File: src/pkg/eeprom_pkg.sv
// Purpose: Shared constants and types of the two-wire serial memory slave.
// Assumes: A sampling clock of 125 MHz.
// Notes: The programming time count is also a parameter of the top module.
package eeprom_pkg;

  // ---------------------------------------------------------------------
  // Array geometry
  // ---------------------------------------------------------------------
  localparam int ADDR_W = 8;
  localparam int DATA_W = 8;
  localparam int MEM_BYTES = 256;
  localparam int PAGE_BYTES = 16;
  localparam int PAGE_W = 4;

  // ---------------------------------------------------------------------
  // Bus framing and buffering
  // ---------------------------------------------------------------------
  localparam logic [3:0] BITS_PER_BYTE = 4'h8;
  localparam int FIFO_DEPTH = 32;

  // ---------------------------------------------------------------------
  // Timing
  // ---------------------------------------------------------------------
  localparam int CLK_FREQ_MHZ = 125;
  localparam int PROG_TIME_US = 5000;
  // Longest time: rounded down, here exact.
  localparam int PROG_CYCLES = PROG_TIME_US * CLK_FREQ_MHZ;
  localparam int PROG_CNT_W = 20;

  // ---------------------------------------------------------------------
  // Types
  // ---------------------------------------------------------------------
  typedef enum logic [3:0] {
    ST_IDLE = 4'h0,
    ST_DEV_ADDR = 4'h1,
    ST_ACK_DEV = 4'h2,
    ST_WORD_ADDR = 4'h3,
    ST_ACK_WORD = 4'h4,
    ST_WR_DATA = 4'h5,
    ST_ACK_DATA = 4'h6,
    ST_RD_DATA = 4'h7,
    ST_RD_ACK = 4'h8,
    ST_PROG = 4'h9
  } bus_state_t;

  typedef struct packed {
    logic [ADDR_W-1:0] addr;
    logic [DATA_W-1:0] data;
  } wr_item_t;

  localparam int WR_ITEM_W = ADDR_W + DATA_W;

endpackage

File: src/core/byte_fifo.sv
// Purpose: Synchronous FIFO with valid and ready on both sides.
// Assumes: Filling and draining run on the same clock.
// Notes: Full and empty come from pointers with one extra wrap bit.
`timescale 1ns/1ps
module byte_fifo #(
  parameter int WIDTH = 16,
  parameter int DEPTH = 32
) (
  // Clock, reset and enable
  input wire logic clk,
  input wire logic rstn,
  input wire logic ce,
  // Filling side
  input wire logic in_valid,
  output logic in_ready,
  input wire logic [WIDTH-1:0] in_data,
  // Draining side
  output logic out_valid,
  input wire logic out_ready,
  output logic [WIDTH-1:0] out_data
);

  localparam int AW = $clog2(DEPTH);

  typedef struct packed {
    logic [AW:0] wptr;
    logic [AW:0] rptr;
  } fifo_state_t;

  fifo_state_t r;
  fifo_state_t n;
  logic [WIDTH-1:0] store [0:DEPTH-1];
  logic do_push;
  logic do_pop;

  assign out_valid = (r.wptr != r.rptr);
  assign in_ready = (r.wptr[AW-1:0] != r.rptr[AW-1:0]) || (r.wptr[AW] == r.rptr[AW]);
  assign out_data = store[r.rptr[AW-1:0]];
  assign do_push = ce && in_valid && in_ready;
  assign do_pop = ce && out_ready && out_valid;

  always_comb begin
    n = r;
    if (do_push) begin
      n.wptr = AW'(1) + r.wptr;
    end
    if (do_pop) begin
      n.rptr = AW'(1) + r.rptr;
    end
  end

  always_ff @(posedge clk or negedge rstn) begin
    if (!rstn) begin
      r <= '0;
    end else if (ce) begin
      r <= n;
    end
  end

  // Storage carries no reset; only the pointers need a defined value.
  always_ff @(posedge clk) begin
    if (do_push) begin
      store[r.wptr[AW-1:0]] <= in_data;
    end
  end

endmodule

File: src/core/two_wire_eeprom_slave.sv
// Purpose: Slave logic of a 256-byte serial memory on a two-wire bus.
// Assumes: The bus clock and data are sampled by ref_clk, well above bus rate.
// Notes: Received write bytes queue in a FIFO and enter the array during programming, which Stop starts.
`timescale 1ns/1ps

// Operation
// Array of 256 bytes, eight-bit address, sixteen-byte pages.
// Full or partial page writes; only received bytes change.
// Self-timed programming after the write ends, within five milliseconds.
// Reset ignores the bus, clears the machine and leaves it in standby.
// Stop returns to standby, or after programming when one runs.
// Three select inputs must match the address byte; floating reads zero.
// Write protect high blocks every array change.
// Write protect low or floating allows normal writes.
// Data line is open drain, shared by addresses and data.
// Master sends select byte, word address, then data bytes.
// Master makes the bus clock; every bit follows its edges.
// Data falling with clock high is Start, rising is Stop.
// Select byte is type, select bits, direction; acknowledged on ninth clock.
// Page write wraps the low four address bits within the page.
// No acknowledge at all while programming runs.
module two_wire_eeprom_slave #(
  parameter logic [3:0] DEV_TYPE = 4'h5,
  parameter int PROG_CYCLES = eeprom_pkg::PROG_CYCLES
) (
  // Clock, reset and enable
  input wire logic ref_clk,
  input wire logic rstn,
  input wire logic ce,
  // Two-wire bus
  input wire logic scl,
  input wire logic sda_in,
  output logic sda_out,
  output logic sda_oe,
  // Strap pins
  input wire logic device_select_bit_0,
  input wire logic device_select_bit_1,
  input wire logic device_select_bit_2,
  input wire logic write_protect,
  // Status
  output logic busy
);
  // DEV_TYPE default is arbitrary.

  // ---------------------------------------------------------------------
  // State
  // ---------------------------------------------------------------------
  typedef struct packed {
    eeprom_pkg::bus_state_t st;
    logic scl_s1;
    logic scl_s2;
    logic scl_q;
    logic sda_s1;
    logic sda_s2;
    logic sda_q;
    logic [2:0] sel_s1;
    logic [2:0] sel_s2;
    logic wp_s1;
    logic wp_s2;
    logic [eeprom_pkg::DATA_W-1:0] shift;
    logic [3:0] bitcnt;
    logic [eeprom_pkg::ADDR_W-1:0] addr;
    logic rw;
    logic mack;
    logic drive_low;
    logic sda_o;
    logic busy;
    logic [eeprom_pkg::PROG_CNT_W-1:0] prog_cnt;
  } slave_state_t;

  slave_state_t r;
  slave_state_t n;

  // storage array
  logic [eeprom_pkg::DATA_W-1:0] mem [0:eeprom_pkg::MEM_BYTES-1];

  logic scl_rise;
  logic scl_fall;
  logic start_c;
  logic stop_c;
  logic push_c;
  logic drain_c;
  logic fifo_in_ready;
  logic fifo_out_valid;
  eeprom_pkg::wr_item_t fifo_in;
  eeprom_pkg::wr_item_t fifo_out;
  logic [eeprom_pkg::DATA_W-1:0] rd_byte;

  // ---------------------------------------------------------------------
  // Helpers
  // ---------------------------------------------------------------------
  // page wrap increment
  function automatic logic [eeprom_pkg::ADDR_W-1:0] page_inc(
    input logic [eeprom_pkg::ADDR_W-1:0] a
  );
    logic [eeprom_pkg::PAGE_W-1:0] low;
    low = a[eeprom_pkg::PAGE_W-1:0] + eeprom_pkg::PAGE_W'(1);
    return {a[eeprom_pkg::ADDR_W-1:eeprom_pkg::PAGE_W], low};
  endfunction

  function automatic logic [eeprom_pkg::ADDR_W-1:0] seq_inc(
    input logic [eeprom_pkg::ADDR_W-1:0] a
  );
    return a + eeprom_pkg::ADDR_W'(1);
  endfunction

  // edges of the master clock
  assign scl_rise = r.scl_s2 && !r.scl_q;
  assign scl_fall = !r.scl_s2 && r.scl_q;
  // Start and Stop detection
  assign start_c = r.scl_s2 && r.scl_q && r.sda_q && !r.sda_s2;
  assign stop_c = r.scl_s2 && r.scl_q && !r.sda_q && r.sda_s2;

  assign rd_byte = mem[r.addr];
  assign fifo_in = '{addr: r.addr, data: r.shift};
  // drain only while programming
  assign drain_c = (r.st == eeprom_pkg::ST_PROG);

  // ---------------------------------------------------------------------
  // Next state
  // ---------------------------------------------------------------------
  always_comb begin
    n = r;
    push_c = 1'b0;
    n.scl_s1 = scl;
    n.scl_s2 = r.scl_s1;
    n.scl_q = r.scl_s2;
    n.sda_s1 = sda_in;
    n.sda_s2 = r.sda_s1;
    n.sda_q = r.sda_s2;
    n.sel_s1 = {device_select_bit_2, device_select_bit_1, device_select_bit_0};
    n.sel_s2 = r.sel_s1;
    n.wp_s1 = write_protect;
    n.wp_s2 = r.wp_s1;
    n.sda_o = 1'b0;
    if (r.st == eeprom_pkg::ST_PROG) begin
      // bus ignored while busy
      n.drive_low = 1'b0;
      n.prog_cnt = r.prog_cnt + eeprom_pkg::PROG_CNT_W'(1);
      // standby after the cycle
      if (r.prog_cnt >= eeprom_pkg::PROG_CNT_W'(PROG_CYCLES - 1) && !fifo_out_valid) begin
        n.st = eeprom_pkg::ST_IDLE;
        n.busy = 1'b0;
      end
    end else if (start_c) begin
      n.st = eeprom_pkg::ST_DEV_ADDR;
      n.bitcnt = '0;
      n.drive_low = 1'b0;
    end else if (stop_c) begin
      n.drive_low = 1'b0;
      // Stop ends the transfer
      if (fifo_out_valid) begin
        n.st = eeprom_pkg::ST_PROG;
        n.busy = 1'b1;
        n.prog_cnt = '0;
      end else begin
        n.st = eeprom_pkg::ST_IDLE;
      end
    end else if (scl_rise) begin
      case (r.st)
        eeprom_pkg::ST_DEV_ADDR, eeprom_pkg::ST_WORD_ADDR, eeprom_pkg::ST_WR_DATA,
        eeprom_pkg::ST_RD_DATA: begin
          // one bit per clock pulse
          n.shift = {r.shift[6:0], r.sda_s2};
          n.bitcnt = r.bitcnt + 4'h1;
        end
        eeprom_pkg::ST_RD_ACK: begin
          n.mack = !r.sda_s2;
        end
        default: begin
          n.st = r.st;
        end
      endcase
    end else if (scl_fall) begin
      case (r.st)
        eeprom_pkg::ST_DEV_ADDR: begin
          if (r.bitcnt == eeprom_pkg::BITS_PER_BYTE) begin
            // select pins match
            // type, select, direction
            if (r.shift[7:4] == DEV_TYPE && r.shift[3:1] == r.sel_s2) begin
              n.rw = r.shift[0];
              n.drive_low = 1'b1;
              n.st = eeprom_pkg::ST_ACK_DEV;
            end else begin
              n.st = eeprom_pkg::ST_IDLE;
            end
          end
        end
        eeprom_pkg::ST_ACK_DEV: begin
          n.bitcnt = '0;
          if (r.rw) begin
            n.shift = rd_byte;
            n.addr = seq_inc(r.addr);
            n.drive_low = !rd_byte[7];
            n.st = eeprom_pkg::ST_RD_DATA;
          end else begin
            n.drive_low = 1'b0;
            n.st = eeprom_pkg::ST_WORD_ADDR;
          end
        end
        eeprom_pkg::ST_WORD_ADDR: begin
          if (r.bitcnt == eeprom_pkg::BITS_PER_BYTE) begin
            // word address follows select byte
            n.addr = r.shift;
            n.drive_low = 1'b1;
            n.st = eeprom_pkg::ST_ACK_WORD;
          end
        end
        eeprom_pkg::ST_ACK_WORD, eeprom_pkg::ST_ACK_DATA: begin
          n.bitcnt = '0;
          n.drive_low = 1'b0;
          n.st = eeprom_pkg::ST_WR_DATA;
        end
        eeprom_pkg::ST_WR_DATA: begin
          if (r.bitcnt == eeprom_pkg::BITS_PER_BYTE) begin
            if (r.wp_s2) begin
              // protected bytes are dropped
              n.drive_low = 1'b1;
              n.st = eeprom_pkg::ST_ACK_DATA;
            end else if (fifo_in_ready) begin
              // normal write path
              // queue each received byte
              push_c = 1'b1;
              // wrap in page
              n.addr = page_inc(r.addr);
              n.drive_low = 1'b1;
              n.st = eeprom_pkg::ST_ACK_DATA;
            end else begin
              n.st = eeprom_pkg::ST_IDLE;
            end
          end
        end
        eeprom_pkg::ST_RD_DATA: begin
          if (r.bitcnt == eeprom_pkg::BITS_PER_BYTE) begin
            n.drive_low = 1'b0;
            n.mack = 1'b0;
            n.st = eeprom_pkg::ST_RD_ACK;
          end else begin
            // pull low or release
            n.drive_low = !r.shift[7];
          end
        end
        eeprom_pkg::ST_RD_ACK: begin
          n.bitcnt = '0;
          if (r.mack) begin
            n.shift = rd_byte;
            n.addr = seq_inc(r.addr);
            n.drive_low = !rd_byte[7];
            n.st = eeprom_pkg::ST_RD_DATA;
          end else begin
            n.st = eeprom_pkg::ST_IDLE;
          end
        end
        default: begin
          n.drive_low = 1'b0;
        end
      endcase
    end
  end

  // ---------------------------------------------------------------------
  // Registers
  // ---------------------------------------------------------------------
  // reset clears state and idles
  always_ff @(posedge ref_clk or negedge rstn) begin
    if (!rstn) begin
      r <= '0;
    end else if (ce) begin
      r <= n;
    end
  end

  // array write gated by protect
  // bytes committed during programming
  always_ff @(posedge ref_clk) begin
    if (ce && drain_c && fifo_out_valid && !r.wp_s2) begin
      mem[fifo_out.addr] <= fifo_out.data;
    end
  end

  // ---------------------------------------------------------------------
  // Write queue
  // ---------------------------------------------------------------------
  // The queue holds twice a page, so an over-long page write still fits;
  // a byte that finds it full is refused and the transfer dropped.
  byte_fifo #(
    .WIDTH(eeprom_pkg::WR_ITEM_W),
    .DEPTH(eeprom_pkg::FIFO_DEPTH)
  ) u_wr_fifo (
    .clk(ref_clk),
    .rstn(rstn),
    .ce(ce),
    .in_valid(push_c),
    .in_ready(fifo_in_ready),
    .in_data(fifo_in),
    .out_valid(fifo_out_valid),
    .out_ready(drain_c),
    .out_data(fifo_out)
  );

  // ---------------------------------------------------------------------
  // Outputs
  // ---------------------------------------------------------------------
  // open-drain data pin
  assign sda_out = r.sda_o;
  assign sda_oe = r.drive_low;
  assign busy = r.busy;

endmodule

File: config.mk
export PLATFORM = sky130hd
export DESIGN_NAME = two_wire_eeprom_slave
export DESIGN_NICKNAME = d
export VERILOG_FILES = /design/src/pkg/eeprom_pkg.sv /design/src/core/byte_fifo.sv /design/src/core/two_wire_eeprom_slave.sv
export SDC_FILE = /design/constraint.sdc
export NUM_CORES = 2
export LEC_CHECK = 0
export BUFFER_PORTS_ARGS = -buffer_cell sky130_fd_sc_hd__buf_4
export CAP_MARGIN = 25
export CORE_AREA = 2 2 483 485
export DETAILED_ROUTE_END_ITERATION = 8
export DIE_AREA = 0 0 485 487
export PLACE_DENSITY = 0.69
export SYNTH_ARGS = -nofsm -noshare
export SYNTH_HDL_FRONTEND = slang
export SYNTH_SLANG_ARGS = --single-unit
File: constraint.sdc
create_clock -name ref_clk -period 6.33 [get_ports ref_clk]
set_input_delay 1.266 -clock ref_clk [delete_from_list [all_inputs] [get_ports ref_clk]]
set_output_delay 1.266 -clock ref_clk [all_outputs]
set_load 0.05 [all_outputs]
==> results by group <==
Die
  • Io pins: 12
  • Core Area: about 0.23 mm2
  • Die height: 487 um
  • Full die area: 0.236 mm2
  • # rows: 177
  • Starting Density: 44.7%
  • Die width: 485 um

Clock network
  • CTS Buf Count: 274
  • Hold-fix buffer count after cts: 0
  • Clock tree root buffer cell: clkbuf_16
  • Post-CTS setup buffers: 0
  • CTS clock-pin slew for the worst setup and hold paths: 0.06 ns
  • Cts repair resizes: 0
  • Clk buf depth: 4
  • CTS Sinks: ~2,600
  • Htree depth: 5
  • CTS tree: built
  • Clk Latency, worst-skew pair: just over 0.9 ns

Final layout
  • Area growth from synthesis to layout: 12.5%
  • Commonest non-fill, non-tap cell in the layout: edfxtp_1
  • Final net count: 5,089
  • Most frequent cells in the layout: edfxtp_1, mux4_2, nor2_1, clkbuf_16, buf_4
  • Ratio of cells with drive above 1 in the final layout: 26.5%
  • Finished Layout Cells: 8,302
  • Fin area: 0.116 mm2

Placement
  • Cells after DPL: 7,827
  • Post-place instance area: 0.108 mm2
  • GP Congestion: 0.909
  • HPWL after detailed placement: 156,000 um
  • Port Buffers: 10

Timing
  • Final hold vios: 0
  • Unrepaired setup endpoints after global routing: no
  • Worst rel slew slack: 25.1%
  • Clk_skew: approximately 0.058 ns
  • Final setup TNS: 0 ns
  • Final setup vio count: 0
  • Achievable frequency: 198 MHz
  • Tmin final: 5.06 ns
  • Fin crit share: approximately four fifths
  • Worst slew pin tran: 1.12 ns
  • Max-slew violations: 0

Critical path
  • Critical path endpoint category: flip-flop
  • CP startpoint: u_wr_fifo.r[0]
  • Critical path fanouts, max: 155
  • Worst path cell trace: buf_12 -> buf_4 -> buf_4 -> mux4_2 -> mux4_2 -> mux2_8 -> buf_12
  • Worst EP required: between 6 and 7 ns
  • Top delay family on crit path: buffers and inverters
  • Arrival @ worst endpoint: 5.47 ns
  • Slowest cell delay on critical path: 0.80 ns
  • Worst path bufs/invs: 4
  • Crit path kind: reg -> reg
  • R2R Path Start: u_wr_fifo.r[0]
  • Worst setup SP type: flip-flop
  • CP max-delay cell: dfrtp_4

Drt
  • Antenna Violating Nets Remaining: 0
  • Drc violations: 0
  • DR pass1 iterations: 6
  • Final wirelength: 258,000 um
  • Initial detailed-routing violation count: 7,667
  • Routed length per instance: 31.1 um
  • DR vias: 51,400
  • Drt via density: 6.19

Power and ir drop
  • Pwr dens: 436 mW/mm2
  • Leak: ~36 nW
  • Maximum vdd ir drop: roughly 0.00036 V
  • Final Power: 50.7 mW

Synthesis
  • Net count after synthesis: 4,853
  • Post-synth EDFFs: 2,560
  • Synth Cell Area: 0.103 mm2
  • Yosys reg bits: 2,634
  • Top_reg_cell synth: edfxtp_1
  • Post-synthesis simple-gate area fraction: between 3 and 4%
  • Post-Synthesis Cells: 4,832
  • Warnings, synthesis: 0
  • Complex-gate fraction of the synthesized area: 2.03%
  • Post-synthesis mux area share: about 17%
  • Seq/Total Area, Yosys: 76.1%
  • Synth Area in XOR/XNOR: 0.246%
  • Adder-cell share of the synthesized area: less than 1%
  • Largest family of logic cells by synthesized area: multiplexers
  • Distinct cells, synth: 81
  • Ys async rst share: 2.81%
  • Syn Area/Cell: 21.4 um2

Global routing
  • Initial antenna violation count: 11
  • Largest net degree at the start of global routing: 156
  • Tot GR Track Use: a little over a fifth
  • Gr ovfl total: 0
  • First-pass GRT wire length: 372,000 um
  • Vias in the first global route: between 50,000 and 60,000

Min path
  • Hold WC Path Type: in -> async

Run status
  • Run status: finished, final reports clean

Run
  • Max Cap Viol: 0
-- routing by layer --
metal | vias to the layer above | global-route usage (%) | share of wire (%)
met1 | 27200 | 30.9 | 39
met3 | 523 | 5.57 | 11
met4 | 6 | 6.90 | 3.4
met5 | - | 0 | 0.015
li1 | 20600 | - | -
met2 | 3066 | 33.3 | 46
-- cells in the mapped netlist, types with 21 or more instances --
| library cell | count | area [um2] |
|---|---|---|
| o21ai_0 | 51 | 255 |
| inv_1 | 21 | 78.8 |
| nand2_1 | 126 | 473 |
| nand3_1 | 33 | 165 |
| mux4_2 | 717 | 16100 |
| mux2i_1 | 78 | 781 |
| buf_4 | 58 | 435 |
| a21oi_1 | 45 | 225 |
| nor2b_1 | 27 | 169 |
| nor2_1 | 379 | 1420 |
| nor3_1 | 28 | 140 |
| edfxtp_1 | 2560 | 76900 |
| a31oi_1 | 23 | 144 |
| mux2_2 | 38 | 428 |
| nand2b_1 | 21 | 131 |
| clkbuf_1 | 107 | 402 |
| a22oi_1 | 33 | 248 |
| buf_2 | 81 | 405 |
| dfrtp_1 | 74 | 1850 |
-- final cells by class --
type / count / area [um2]
flip-flops and latches: 2634 / 78800
clock inverters: 116 / 995
multi-input cells: 1907 / 23400
fillers: 17800 / 115000
diodes: 8 / 20.0
repair buffers: 230 / 2070
inverters: 21 / 83.8
well taps: 3043 / 3810
clock buffers: 343 / 7240
-- cells by family after synthesis --
group	after synthesis
DFF	2634
muxes	836
and+or+nand+nor	727
AOI/OAI and AO/OA	302
buffers and inverters	291
xor gates and xnor gates	29
adders and majority gates	12
other	1
-- where the power goes --
group	internal (mW)	leakage, nW	switching, mW
Sequential	21.6	24.0	0.504
Clock	8.74	4.04	6.45
Combinational	5.01	7.76	8.33
Total	35.4	35.8	15.3
-- sequential cells by signal, summed over array words and instances, names as in the netlist --
register         flops
busy                 1
n                    8
u_wr_fifo.r         12
fifo_in             16
u_wr_fifo.store    512
mem               2048
sda_oe               1
r                   36
-- final timing paths --
path,endpoint,slack [ns],cells after the start
max in group asynchronous,fifo_in[12],5.47,2
min in group ref_clk,u_wr_fifo.r[5],0.49,1
min reg2reg,u_wr_fifo.r[5],0.49,1
max reg2reg,mem[232][2],1.27,7
min,r[10],0.23,1
max,mem[232][2],1.27,7
-- through the flow --
step | hold slack [ns] | utilization [%] | setup slack, ns
finish | 0.228 | 50.3 | 1.27
global route | 0.202 | 50.3 | 0.987
CTS | 0.493 | 50.2 | 1.26
detailed placement | 0.484 | 46.7 | 1.25
global placement | 0.478 | 46.6 | 1.31
floorplan | 0.449 | - | 1.79
Power figures use the tool's default switching activity.
